===== src/rtl/tlbm_consts.vh =====
`ifndef TLBM_CONSTS_VH
`define TLBM_CONSTS_VH
// ==================================================================
// Instruction field positions (bit 31 of the word is the msb)
// ==================================================================
`define TLBM_PRI_MSB 31
`define TLBM_PRI_LSB 26
`define TLBM_L_BIT 21
`define TLBM_RA_MSB 20
`define TLBM_RA_LSB 16
`define TLBM_RB_MSB 15
`define TLBM_RB_LSB 11
`define TLBM_XO_MSB 10
`define TLBM_XO_LSB 1
`define TLBM_RC_BIT 0
// ==================================================================
// Opcodes
// ==================================================================
`define TLBM_OPC_PRIMARY 6'h1f
`define TLBM_XO_INVAL 10'h132
`define TLBM_XO_LOAD_D 10'h3d2
`define TLBM_GPR_ZERO 5'h00
// ==================================================================
// Address layout
// ==================================================================
`define TLBM_PAGE_SHIFT 12
`define TLBM_SEG_MSB 31
`define TLBM_SEG_LSB 28
`define TLBM_RPN_MSB 31
`define TLBM_RPN_LSB 12
`define TLBM_RPA_ATTR_MSB 11
`define TLBM_RPA_ATTR_LSB 4
// ==================================================================
// Hash pointer layout
// ==================================================================
`define TLBM_HASH_VSID_MSB 16
`define TLBM_HASH_VSID_LSB 7
`define TLBM_HASH_PIDX_MSB 21
`define TLBM_HASH_PIDX_LSB 12
`define TLBM_HTAB_ORG_MSB 31
`define TLBM_HTAB_ORG_LSB 16
`define TLBM_PAGE_TABLE_ENTRY_GROUP_PAD 6'h00
// ==================================================================
// Reset values
// ==================================================================
`define TLBM_RPA_RST 32'h0000_0000
`define TLBM_DATA_MISS_ADDRESS_REG_RST 32'h0000_0000
`define TLBM_DATA_MISS_COMPARE_REG_RST 32'h0000_0000
`define TLBM_PTR_RST 32'h0000_0000
`endif


===== src/rtl/tlbm_entry_mem.v =====
`timescale 1ns/10ps
// ==================================================================
// Entry storage: one write port, one registered read port
// ==================================================================
module tlbm_entry_mem #(
   parameter DW = 64,
   parameter AW = 5
) (
   input wire i_clk,
   input wire i_rst_n,
   input wire i_we,
   input wire [AW-1:0] i_waddr,
   input wire [DW-1:0] i_wdata,
   input wire [AW-1:0] i_raddr,
   output reg [DW-1:0] o_rdata
);
   reg [DW-1:0] mem [0:(1<<AW)-1];

   // The array itself has no reset; the valid bits kept outside make
   // stale contents harmless.
   always @(posedge i_clk) begin
      if (i_we) begin
         mem[i_waddr] <= i_wdata;
      end
   end

   // A read of the address being written returns the old word; the
   // caller forwards the new one.
   always @(posedge i_clk or negedge i_rst_n) begin
      if (!i_rst_n) begin
         o_rdata <= {DW{1'b0}};
      end else begin
         o_rdata <= mem[i_raddr];
      end
   end
endmodule // tlbm_entry_mem


===== src/rtl/tlbm_top.v =====
// How it works
// RL1: new invalidate searches TLB using the effective address from RB.
// RL2: invalidate search ignores instruction and data relocate bits.
// RL3: match uses low effective address bits, never segment registers.
// RL4: every matching entry is marked invalid for later translations.
// RL5: page-size bit zero means 4 KB page, one means large page.
// RL6: old invalidate expands address and invalidates it, relocate ignored.
// RL7: old variant address is RA plus RB, or RB alone when RA is 0.
// RL8: old variant with nonzero RA writes the address back into RA.
// RL9: I/O address skips invalidation but keeps the RA write-back.
// RL10: these instructions never update the fixed-point exception register.
// RL11: record bit set makes the instruction an invalid form.
// RL12: translation indexes an entry by address and flags a miss.
// RL13: data miss captures faulting effective address in miss register.
// RL14: data miss loads target entry first word into compare register.
// RL15: software compares compare register against both hashed groups.
// RL16: data entry load writes the entry picked by its source register.
// RL17: data entry load puts compare register into entry high word.
// RL18: real page and miss address merge into entry low word.
// RL19: problem-state attempt raises a privileged-instruction exception.
// RL20: decode primary 31 with extended 306 invalidate, 978 load.
`timescale 1ns/10ps
`include "tlbm_consts.vh"

module tlbm_top #(
   parameter IDX_W = 5
) (
   input wire i_ref_clk,
   input wire i_rst_n,
   input wire i_instr_valid,
   input wire [31:0] i_instr,
   input wire [31:0] i_gpr_a,
   input wire [31:0] i_gpr_b,
   input wire i_legacy_mode,
   input wire i_msr_pr,
   input wire [15:0] i_io_seg_mask,
   input wire i_rpa_we,
   input wire [31:0] i_rpa_wdata,
   input wire [31:0] i_htab_org,
   input wire i_lkp_valid,
   input wire [31:0] i_lkp_ea,
   input wire [31:0] i_lkp_cmp,
   output reg o_done,
   output reg o_priv_exc,
   output reg o_form_exc,
   output reg o_xer_we,
   output reg o_inval_done,
   output reg o_load_done,
   output reg o_wb_valid,
   output reg [4:0] o_wb_gpr,
   output reg [31:0] o_wb_data,
   output reg o_lkp_done,
   output reg o_lkp_hit,
   output reg o_lkp_miss,
   output reg [31:0] o_lkp_real,
   output reg [31:0] o_data_miss_address_reg,
   output reg [31:0] o_data_miss_compare_reg,
   output reg [31:0] o_rpa,
   output reg [31:0] o_primary_group_pointer_ptr,
   output reg [31:0] o_secondary_group_pointer_ptr,
   output reg [(1<<IDX_W)-1:0] o_entry_valid
);
   localparam NUM_ENT = 1 << IDX_W;
   localparam IDX_LSB = `TLBM_PAGE_SHIFT;
   localparam IDX_MSB = `TLBM_PAGE_SHIFT + IDX_W - 1;

   // ===============================================================
   // Decode
   // ===============================================================
   wire [5:0] pri_op = i_instr[`TLBM_PRI_MSB:`TLBM_PRI_LSB];
   wire [9:0] ext_op = i_instr[`TLBM_XO_MSB:`TLBM_XO_LSB];
   wire [4:0] ra_num = i_instr[`TLBM_RA_MSB:`TLBM_RA_LSB];
   wire rec_bit = i_instr[`TLBM_RC_BIT];
   wire large_pg = i_instr[`TLBM_L_BIT];

   // RL20: opcode decode.
   wire is_tlb_op = i_instr_valid && (pri_op == `TLBM_OPC_PRIMARY);
   wire dec_inval = is_tlb_op && (ext_op == `TLBM_XO_INVAL);
   wire dec_load = is_tlb_op && (ext_op == `TLBM_XO_LOAD_D);
   wire dec_any = dec_inval || dec_load;

   // RL11: invalid form check.
   // An invalid form is reported ahead of the privilege check, so a
   // malformed word never reaches the array even in privileged state.
   wire bad_form = dec_any && rec_bit;

   // RL19: privilege check.
   wire bad_priv = dec_any && !rec_bit && i_msr_pr;

   wire go_inval = dec_inval && !rec_bit && !i_msr_pr;
   wire go_load = dec_load && !rec_bit && !i_msr_pr;

   // ===============================================================
   // Effective address
   // ===============================================================
   wire ra_nonzero = (ra_num != `TLBM_GPR_ZERO);
   wire [31:0] legacy_ea;
   wire [31:0] inval_ea;
   wire [3:0] ea_seg;
   wire ea_is_io;

   // RL7: legacy address sum.
   assign legacy_ea = ra_nonzero ? (i_gpr_a + i_gpr_b) : i_gpr_b;

   // RL1: new form takes RB alone.
   assign inval_ea = i_legacy_mode ? legacy_ea : i_gpr_b;

   assign ea_seg = legacy_ea[`TLBM_SEG_MSB:`TLBM_SEG_LSB];

   // RL9: I/O segment test.
   // Only the legacy form knows about I/O segments; the new form always
   // performs its search.
   assign ea_is_io = i_legacy_mode && i_io_seg_mask[ea_seg];

   // RL6: legacy invalidate unless I/O.
   // RL2: relocate bits play no part.
   // The machine state relocate bits are not even brought in here.
   wire do_inval = go_inval && !ea_is_io;

   // RL3: low address bits index.
   // The index is cut straight from the page number bits of the
   // address; no segment register is looked at.
   wire [IDX_W-1:0] inval_idx = inval_ea[IDX_MSB:IDX_LSB];

   // RL16: entry chosen by RB.
   wire [IDX_W-1:0] load_idx = i_gpr_b[IDX_MSB:IDX_LSB];

   // ===============================================================
   // Miss capture and reload registers
   // ===============================================================
   reg [31:0] data_miss_address_reg_q;
   reg [31:0] data_miss_compare_reg_q;
   reg [31:0] rpa_q;
   reg [31:0] data_miss_address_reg_d;
   reg [31:0] data_miss_compare_reg_d;
   wire [31:0] entry_hi;
   wire [31:0] entry_lo;

   // RL17: high word from compare register.
   assign entry_hi = data_miss_compare_reg_q;

   // RL18: merge real page and miss address.
   // Real page number and attributes from the real page register; the
   // low nibble keeps the segment of the faulting address.
   assign entry_lo = {rpa_q[`TLBM_RPN_MSB:`TLBM_RPN_LSB],
                      rpa_q[`TLBM_RPA_ATTR_MSB:`TLBM_RPA_ATTR_LSB],
                      data_miss_address_reg_q[`TLBM_SEG_MSB:`TLBM_SEG_LSB]};

   // ===============================================================
   // Valid bits
   // ===============================================================
   reg [NUM_ENT-1:0] valid_q;
   reg [NUM_ENT-1:0] valid_d;
   integer k;

   always @* begin
      valid_d = valid_q;
      for (k = 0; k < NUM_ENT; k = k + 1) begin
         // RL4: clear every matching entry.
         // RL5: large page clears them all.
         // A large page spans many 4 KB indices, so every entry could
         // belong to it; dropping all is safe, only costs refills.
         if (do_inval && (large_pg || (inval_idx == k[IDX_W-1:0]))) begin
            valid_d[k] = 1'b0;
         end
         if (go_load && (load_idx == k[IDX_W-1:0])) begin
            valid_d[k] = 1'b1;
         end
      end
   end

   always @(posedge i_ref_clk or negedge i_rst_n) begin
      if (!i_rst_n) begin
         valid_q <= {NUM_ENT{1'b0}};
      end else begin
         valid_q <= valid_d;
      end
   end

   // ===============================================================
   // Entry array
   // ===============================================================
   wire [63:0] rd_word;
   wire [IDX_W-1:0] lkp_idx = i_lkp_ea[IDX_MSB:IDX_LSB];

   tlbm_entry_mem #(
      .DW(64),
      .AW(IDX_W)
   ) u_mem (
      .i_clk(i_ref_clk),
      .i_rst_n(i_rst_n),
      .i_we(go_load),
      .i_waddr(load_idx),
      .i_wdata({entry_hi, entry_lo}),
      .i_raddr(lkp_idx),
      .o_rdata(rd_word)
   );

   // ===============================================================
   // Translation lookup, stage one
   // ===============================================================
   reg s1_valid_q;
   reg [31:0] s1_ea_q;
   reg [31:0] s1_cmp_q;
   reg [IDX_W-1:0] s1_idx_q;
   reg s1_fwd_q;
   reg [63:0] s1_fwd_word_q;

   // A load to the index being read in the same cycle would otherwise
   // return the old word against a fresh valid bit.
   wire fwd_now = go_load && (load_idx == lkp_idx);

   always @(posedge i_ref_clk or negedge i_rst_n) begin
      if (!i_rst_n) begin
         s1_valid_q <= 1'b0;
         s1_ea_q <= 32'h0000_0000;
         s1_cmp_q <= 32'h0000_0000;
         s1_idx_q <= {IDX_W{1'b0}};
         s1_fwd_q <= 1'b0;
         s1_fwd_word_q <= 64'h0000_0000_0000_0000;
      end else begin
         s1_valid_q <= i_lkp_valid;
         s1_ea_q <= i_lkp_ea;
         s1_cmp_q <= i_lkp_cmp;
         s1_idx_q <= lkp_idx;
         s1_fwd_q <= fwd_now;
         s1_fwd_word_q <= {entry_hi, entry_lo};
      end
   end

   // ===============================================================
   // Translation lookup, stage two
   // ===============================================================
   wire [63:0] s1_word = s1_fwd_q ? s1_fwd_word_q : rd_word;

   // RL12: entry select and hit test.
   // The valid bit is read live, so an invalidate issued alongside the
   // lookup already turns it into a miss.
   wire s1_hit = valid_q[s1_idx_q] && (s1_word[63:32] == s1_cmp_q);
   wire s1_miss = s1_valid_q && !s1_hit;

   always @* begin
      data_miss_address_reg_d = data_miss_address_reg_q;
      data_miss_compare_reg_d = data_miss_compare_reg_q;
      if (s1_miss) begin
         // RL13: capture faulting address.
         data_miss_address_reg_d = s1_ea_q;
         // RL14: capture target first word.
         data_miss_compare_reg_d = s1_cmp_q;
      end
   end

   always @(posedge i_ref_clk or negedge i_rst_n) begin
      if (!i_rst_n) begin
         data_miss_address_reg_q <= `TLBM_DATA_MISS_ADDRESS_REG_RST;
         data_miss_compare_reg_q <= `TLBM_DATA_MISS_COMPARE_REG_RST;
         rpa_q <= `TLBM_RPA_RST;
      end else begin
         data_miss_address_reg_q <= data_miss_address_reg_d;
         data_miss_compare_reg_q <= data_miss_compare_reg_d;
         if (i_rpa_we) begin
            rpa_q <= i_rpa_wdata;
         end
      end
   end

   // ===============================================================
   // Group pointers for the reload handler
   // ===============================================================
   // RL15: pointers for the software search.
   // Both groups are offered; the handler scans them, the hardware only
   // forms the addresses.
   wire [9:0] hash_p = data_miss_compare_reg_q[`TLBM_HASH_VSID_MSB:`TLBM_HASH_VSID_LSB] ^
                       data_miss_address_reg_q[`TLBM_HASH_PIDX_MSB:`TLBM_HASH_PIDX_LSB];
   wire [9:0] hash_s = ~hash_p;
   wire [15:0] htab_hi = i_htab_org[`TLBM_HTAB_ORG_MSB:`TLBM_HTAB_ORG_LSB];

   // ===============================================================
   // Output registers
   // ===============================================================
   always @(posedge i_ref_clk or negedge i_rst_n) begin
      if (!i_rst_n) begin
         o_done <= 1'b0;
         o_priv_exc <= 1'b0;
         o_form_exc <= 1'b0;
         o_xer_we <= 1'b0;
         o_inval_done <= 1'b0;
         o_load_done <= 1'b0;
         o_wb_valid <= 1'b0;
         o_wb_gpr <= 5'h00;
         o_wb_data <= 32'h0000_0000;
      end else begin
         o_done <= dec_any;
         o_priv_exc <= bad_priv;
         o_form_exc <= bad_form;
         // RL10: exception register untouched.
         o_xer_we <= 1'b0;
         o_inval_done <= do_inval;
         o_load_done <= go_load;
         // RL8: write address back to RA.
         // RL9: write-back survives the I/O case.
         o_wb_valid <= go_inval && i_legacy_mode && ra_nonzero;
         if (i_instr_valid) begin
            o_wb_gpr <= ra_num;
            o_wb_data <= legacy_ea;
         end
      end
   end

   always @(posedge i_ref_clk or negedge i_rst_n) begin
      if (!i_rst_n) begin
         o_lkp_done <= 1'b0;
         o_lkp_hit <= 1'b0;
         o_lkp_miss <= 1'b0;
         o_lkp_real <= 32'h0000_0000;
      end else begin
         o_lkp_done <= s1_valid_q;
         o_lkp_hit <= s1_valid_q && s1_hit;
         o_lkp_miss <= s1_miss;
         o_lkp_real <= {s1_word[31:12], s1_ea_q[11:0]};
      end
   end

   // ===============================================================
   // Register copies for the reload handler
   // ===============================================================
   // The miss pair is shown with this edge's capture, while the group
   // pointers are formed from the stored pair and follow one edge later.
   always @(posedge i_ref_clk or negedge i_rst_n) begin
      if (!i_rst_n) begin
         o_data_miss_address_reg <= `TLBM_DATA_MISS_ADDRESS_REG_RST;
         o_data_miss_compare_reg <= `TLBM_DATA_MISS_COMPARE_REG_RST;
         o_rpa <= `TLBM_RPA_RST;
         o_primary_group_pointer_ptr <= `TLBM_PTR_RST;
         o_secondary_group_pointer_ptr <= `TLBM_PTR_RST;
         o_entry_valid <= {NUM_ENT{1'b0}};
      end else begin
         o_data_miss_address_reg <= data_miss_address_reg_d;
         o_data_miss_compare_reg <= data_miss_compare_reg_d;
         o_rpa <= rpa_q;
         o_primary_group_pointer_ptr <= {htab_hi, hash_p, `TLBM_PAGE_TABLE_ENTRY_GROUP_PAD};
         o_secondary_group_pointer_ptr <= {htab_hi, hash_s, `TLBM_PAGE_TABLE_ENTRY_GROUP_PAD};
         o_entry_valid <= valid_d;
      end
   end
endmodule // tlbm_top


===== config.mk =====
export PLATFORM = sky130hd
export DESIGN_NAME = tlbm_top
export DESIGN_NICKNAME = d
export VERILOG_FILES = /design/src/rtl/tlbm_entry_mem.v /design/src/rtl/tlbm_top.v
export VERILOG_INCLUDE_DIRS = /design/src /design/src/rtl
export SDC_FILE = /design/constraint.sdc
export NUM_CORES = 2
export LEC_CHECK = 0
export ABC_AREA = 0
export BUFFER_PORTS_ARGS = -buffer_cell sky130_fd_sc_hd__buf_2
export CELL_PAD_IN_SITES_DETAIL_PLACEMENT = 1
export CELL_PAD_IN_SITES_GLOBAL_PLACEMENT = 2
export CORE_ASPECT_RATIO = 0.75
export CORE_UTILIZATION = 43
export CTS_CLUSTER_DIAMETER = 200
export DETAILED_ROUTE_END_ITERATION = 10
export PLACE_DENSITY = 0.85
export SETUP_SLACK_MARGIN = 0.15
export SYNTH_ARGS = -nofsm -noshare
export SYNTH_HDL_FRONTEND = slang
export SYNTH_SLANG_ARGS = --single-unit

===== constraint.sdc =====
create_clock -name i_ref_clk -period 2.8 [get_ports i_ref_clk]
set_input_delay 0 -clock i_ref_clk [delete_from_list [all_inputs] [get_ports i_ref_clk]]
set_output_delay 0 -clock i_ref_clk [all_outputs]
set_load 0.05 [all_outputs]

==> results_dict.tcl <==
set metrics [dict create \
    route.detailed.vias_per_inst 5.85 \
    path_clk_slew_ns 0.07 \
    finalWorstSetupSlack_ns -0.395 \
    proportion_of_layout_cells_with_a_drive_suffix_above_1_pct 40.0 \
    global_route_usage_over_all_layers_pct 26.3 \
    grt_setup_unrepaired "yes" \
    async_set_or_reset_register_ratio_after_synthesis_pct 20.3 \
    num_vias 46000 \
    final_hold_vios 0 \
    seq_area_frac_synth_pct 75.1 \
    drt-wirelength-per-cell_um 32.0 \
    worst_path_dominant_cell_family "buffers and inverters" \
    hold_path_startpoint "i_gpr_b[26]" \
    synth_largest_type_area_fraction_pct 61.9 \
    design.die.area_um2 189000 \
    wire_length_of_the_first_global_routing_pass_um 353000 \
    numPortBuffers 479 \
    r2r.worst_path.cells 16 \
    clock_path_buffers 3 \
    setup_violating_endpoint_count_in_the_final_report 65 \
    cp_num_cells 16 \
    detailedPlace.worstSlack_ns -0.721 \
    worstPathCellList "buf_6 -> mux2i_1 -> buf_4 -> xnor2_2 -> buf_6 -> nor4_4 -> buf_4 -> nand4_1 -> nor3_4 -> nand2b_4 -> buf_12 -> inv_12 -> buf_12 -> clkbuf_16 -> nand2_2 -> nand2_1" \
    maxClockFrequency_mhz 313 \
    cp-end-kind "flip-flop" \
    critPathMaxStageDelay_ns 0.56 \
    synth_cell_type_count 78 \
    cp-start-kind "flip-flop" \
    firstDrtPassIters 5 \
    synthesis.area_per_instance_um2 20.4 \
    total_of_flip_flops_plus_latches_after_synthesis 2088 \
    place_congestion 0.851 \
    synth_area_leader_cell "sky130_fd_sc_hd__edfxtp_1" \
    type_of_the_worst_setup_path "flip-flop to flip-flop" \
    layout_commonest_cell "sky130_fd_sc_hd__edfxtp_1" \
    power.total_uw 68900 \
    drt.antenna.violating_nets 0 \
    number_of_global_route_vias_before_repair 48900 \
    max_cap_violations 0 \
    synth.area.top_cells "sky130_fd_sc_hd__edfxtp_1 62%, sky130_fd_sc_hd__mux4_2 15%, sky130_fd_sc_hd__dfrtp_1 13%" \
    whs_endpoint "o_wb_data[26]" \
    ioPinCount 518 \
    utilization_pct 54.8 \
    die-width_um 502 \
    fin_skew_ns 0.0469 \
    tritoncts_buffers 194 \
    worst_ep_required_time_ns 3.52 \
    tritoncts_num_sinks 2088 \
    largest-register "u_mem.mem" \
    p_leak_uw 0.0361 \
    ctsRootBufferMaster "sky130_fd_sc_hd__clkbuf_16" \
    ys.flop_type "sky130_fd_sc_hd__edfxtp_1" \
    htree_num_levels 4 \
    largest_register_ffs 1664 \
    netlist_instances 3950 \
    grt_overflow_total 0 \
    cp_max_fo 6 \
    tritoncts "built" \
    report.final.slew_viol_count 0 \
    post_synth_instance_area_um2 80700 \
    cp.buffers_inverters 8 \
    cpMaxStageDelayCell "sky130_fd_sc_hd__dfrtp_4" \
    grt_start_max_net_pins 70 \
    reg_top3 "u_mem.mem: 1664 flops, u_mem.o_rdata: 52 flops, s1_fwd_word_q: 33 flops" \
    fin_setup_tns_ns -21.79 \
    area_growth_pct 26.5 \
    die_height_um 377 \
    rrSetupSlack_ns -0.39 \
    dp.cells 7104 \
    run_status "finished, violations left" \
    worst-slew-pin-transition_ns 1.36 \
    post-route-min-period_ns 3.19 \
    layoutNonFillerInstCount 7873 \
    initial_util_pct 43.3 \
    ir_drop_v 0.000700 \
    insertion_delay_ns 0.86 \
    timing.hold.worst.class "primary input to flip-flop" \
    hold-path-cell-count 3 \
    timing.rr.end "o_data_miss_address_reg[15]" \
    fp.coreArea_um2 186000 \
    place.detailed.hpwl_um 146000 \
    synth_warnings 0 \
    post_synth_edffs 1664 \
    placementRows 137 \
    power.density_cell_area_nw_per_um2 676 \
    remaining_drc_errors 0 \
    antenna_found_initial 12 \
    period_share_pct 114 \
    rr_startpoint "s1_fwd_q" \
    first_iter_violations 5066 \
    final_cell_mix "1664 x sky130_fd_sc_hd__edfxtp_1, 530 x sky130_fd_sc_hd__mux4_2, 473 x sky130_fd_sc_hd__buf_2" \
    slew_headroom_pct 9.11 \
    failed_checks "negative setup slack" \
    nNetsFinal 5471 \
    worst-endpoint-arrival_ns 3.91 \
    total_detailed_routing_wirelength_um 252000 \
]
logic make-up (layout without fill, tap and decap cells):
kind of cell	Yosys count	after routing	share of synthesized area (%)
other	1	20	0.00465
flip-flops	2088	2088	75.1
adder cells (fa/ha/maj)	32	32	0.506
multiplexers	683	683	16.9
AO/OA/AOI/OAI	253	253	2.14
XOR/XNOR	73	73	0.793
buffers and inverters	282	1684	1.64
AND/OR/NAND/NOR	538	538	2.94
power by group:
group          total (uW)  leakage [uW]  internal (uW)  switching, uW
Combinational        7050        0.0129           2860           4190
Sequential          35300        0.0201          34400            918
Clock               26500       0.00305          14400          12100
how the worst max path moves through the flow:
stage	start	endpoint
after detailed placement	s1_fwd_q	o_data_miss_address_reg[9]
after global placement	s1_fwd_q	o_data_miss_address_reg[1]
after global routing	s1_fwd_q	o_data_miss_address_reg[6]
after floorplan	i_instr_valid	o_entry_valid[16]
after CTS	s1_fwd_q	o_data_miss_address_reg[15]
final	s1_fwd_q	o_data_miss_address_reg[15]
layer usage:
layer  routed length, um  GRT usage [%]  vias to the layer above
li1                    -              -                    18300
met1               98000           35.0                    24700
met2              126000           44.2                     2566
met3               19900           4.64                      423
met4                7610           7.86                        0
met5                   0              0                        -
synthesized netlist by cell type, drive strengths merged (7+ instances only):
master  number
nand4        9
xnor2       50
o21ai       29
a31oi       22
mux4       530
nor4        10
nand2b      16
nor2       156
clkbuf     142
o211ai       7
mux2       112
a21o        11
o22ai       34
nand3       15
xor2        23
dfrtp      424
nand2      242
nor3        52
a211oi       7
mux2i       41
ha          31
a21oi      100
buf        117
edfxtp    1664
o21a        10
inv         23
worst register-to-register path, cell delays in order (launching register included):
cell and delay [ns]:
sky130_fd_sc_hd__dfrtp_4 0.56, sky130_fd_sc_hd__buf_6 0.18, sky130_fd_sc_hd__mux2i_1 0.23, sky130_fd_sc_hd__buf_4 0.18
sky130_fd_sc_hd__xnor2_2 0.07, sky130_fd_sc_hd__buf_6 0.15, sky130_fd_sc_hd__nor4_4 0.27, sky130_fd_sc_hd__buf_4 0.17
sky130_fd_sc_hd__nand4_1 0.15, sky130_fd_sc_hd__nor3_4 0.27, sky130_fd_sc_hd__nand2b_4 0.20, sky130_fd_sc_hd__buf_12 0.12
sky130_fd_sc_hd__inv_12 0.06, sky130_fd_sc_hd__buf_12 0.15, sky130_fd_sc_hd__clkbuf_16 0.17, sky130_fd_sc_hd__nand2_2 0.07
sky130_fd_sc_hd__nand2_1 0.05
metrics by stage:
step                hold slack [ns]  instance area (um^2)
floorplan                    -0.296                 81100
global placement              0.107                 90400
detailed placement            0.110                 90400
CTS                        0.000494                101000
global route                 0.0523                102000
finish                       0.0390                102000
timing repair:
action,CTS,global route
gates cloned,6,6
endpoints found under the setup margin,66,1769
setup buffers,9,18
hold endpoints to repair,692,23
pin swaps,51,70
hold buffers,367,13
resized for setup,94,188
area by class of cell:
type / instances / area (um^2)
fillers: 16700 / 84100
flip-flops and latches: 2088 / 60600
multi-input cells: 1592 / 20300
repair buffers: 1293 / 11600
clock buffers: 271 / 5320
well taps: 2502 / 3130
clock inverters: 97 / 938
inverters: 23 / 98.8
diodes: 7 / 17.5
Note: power is estimated with default switching activity, not from simulation.
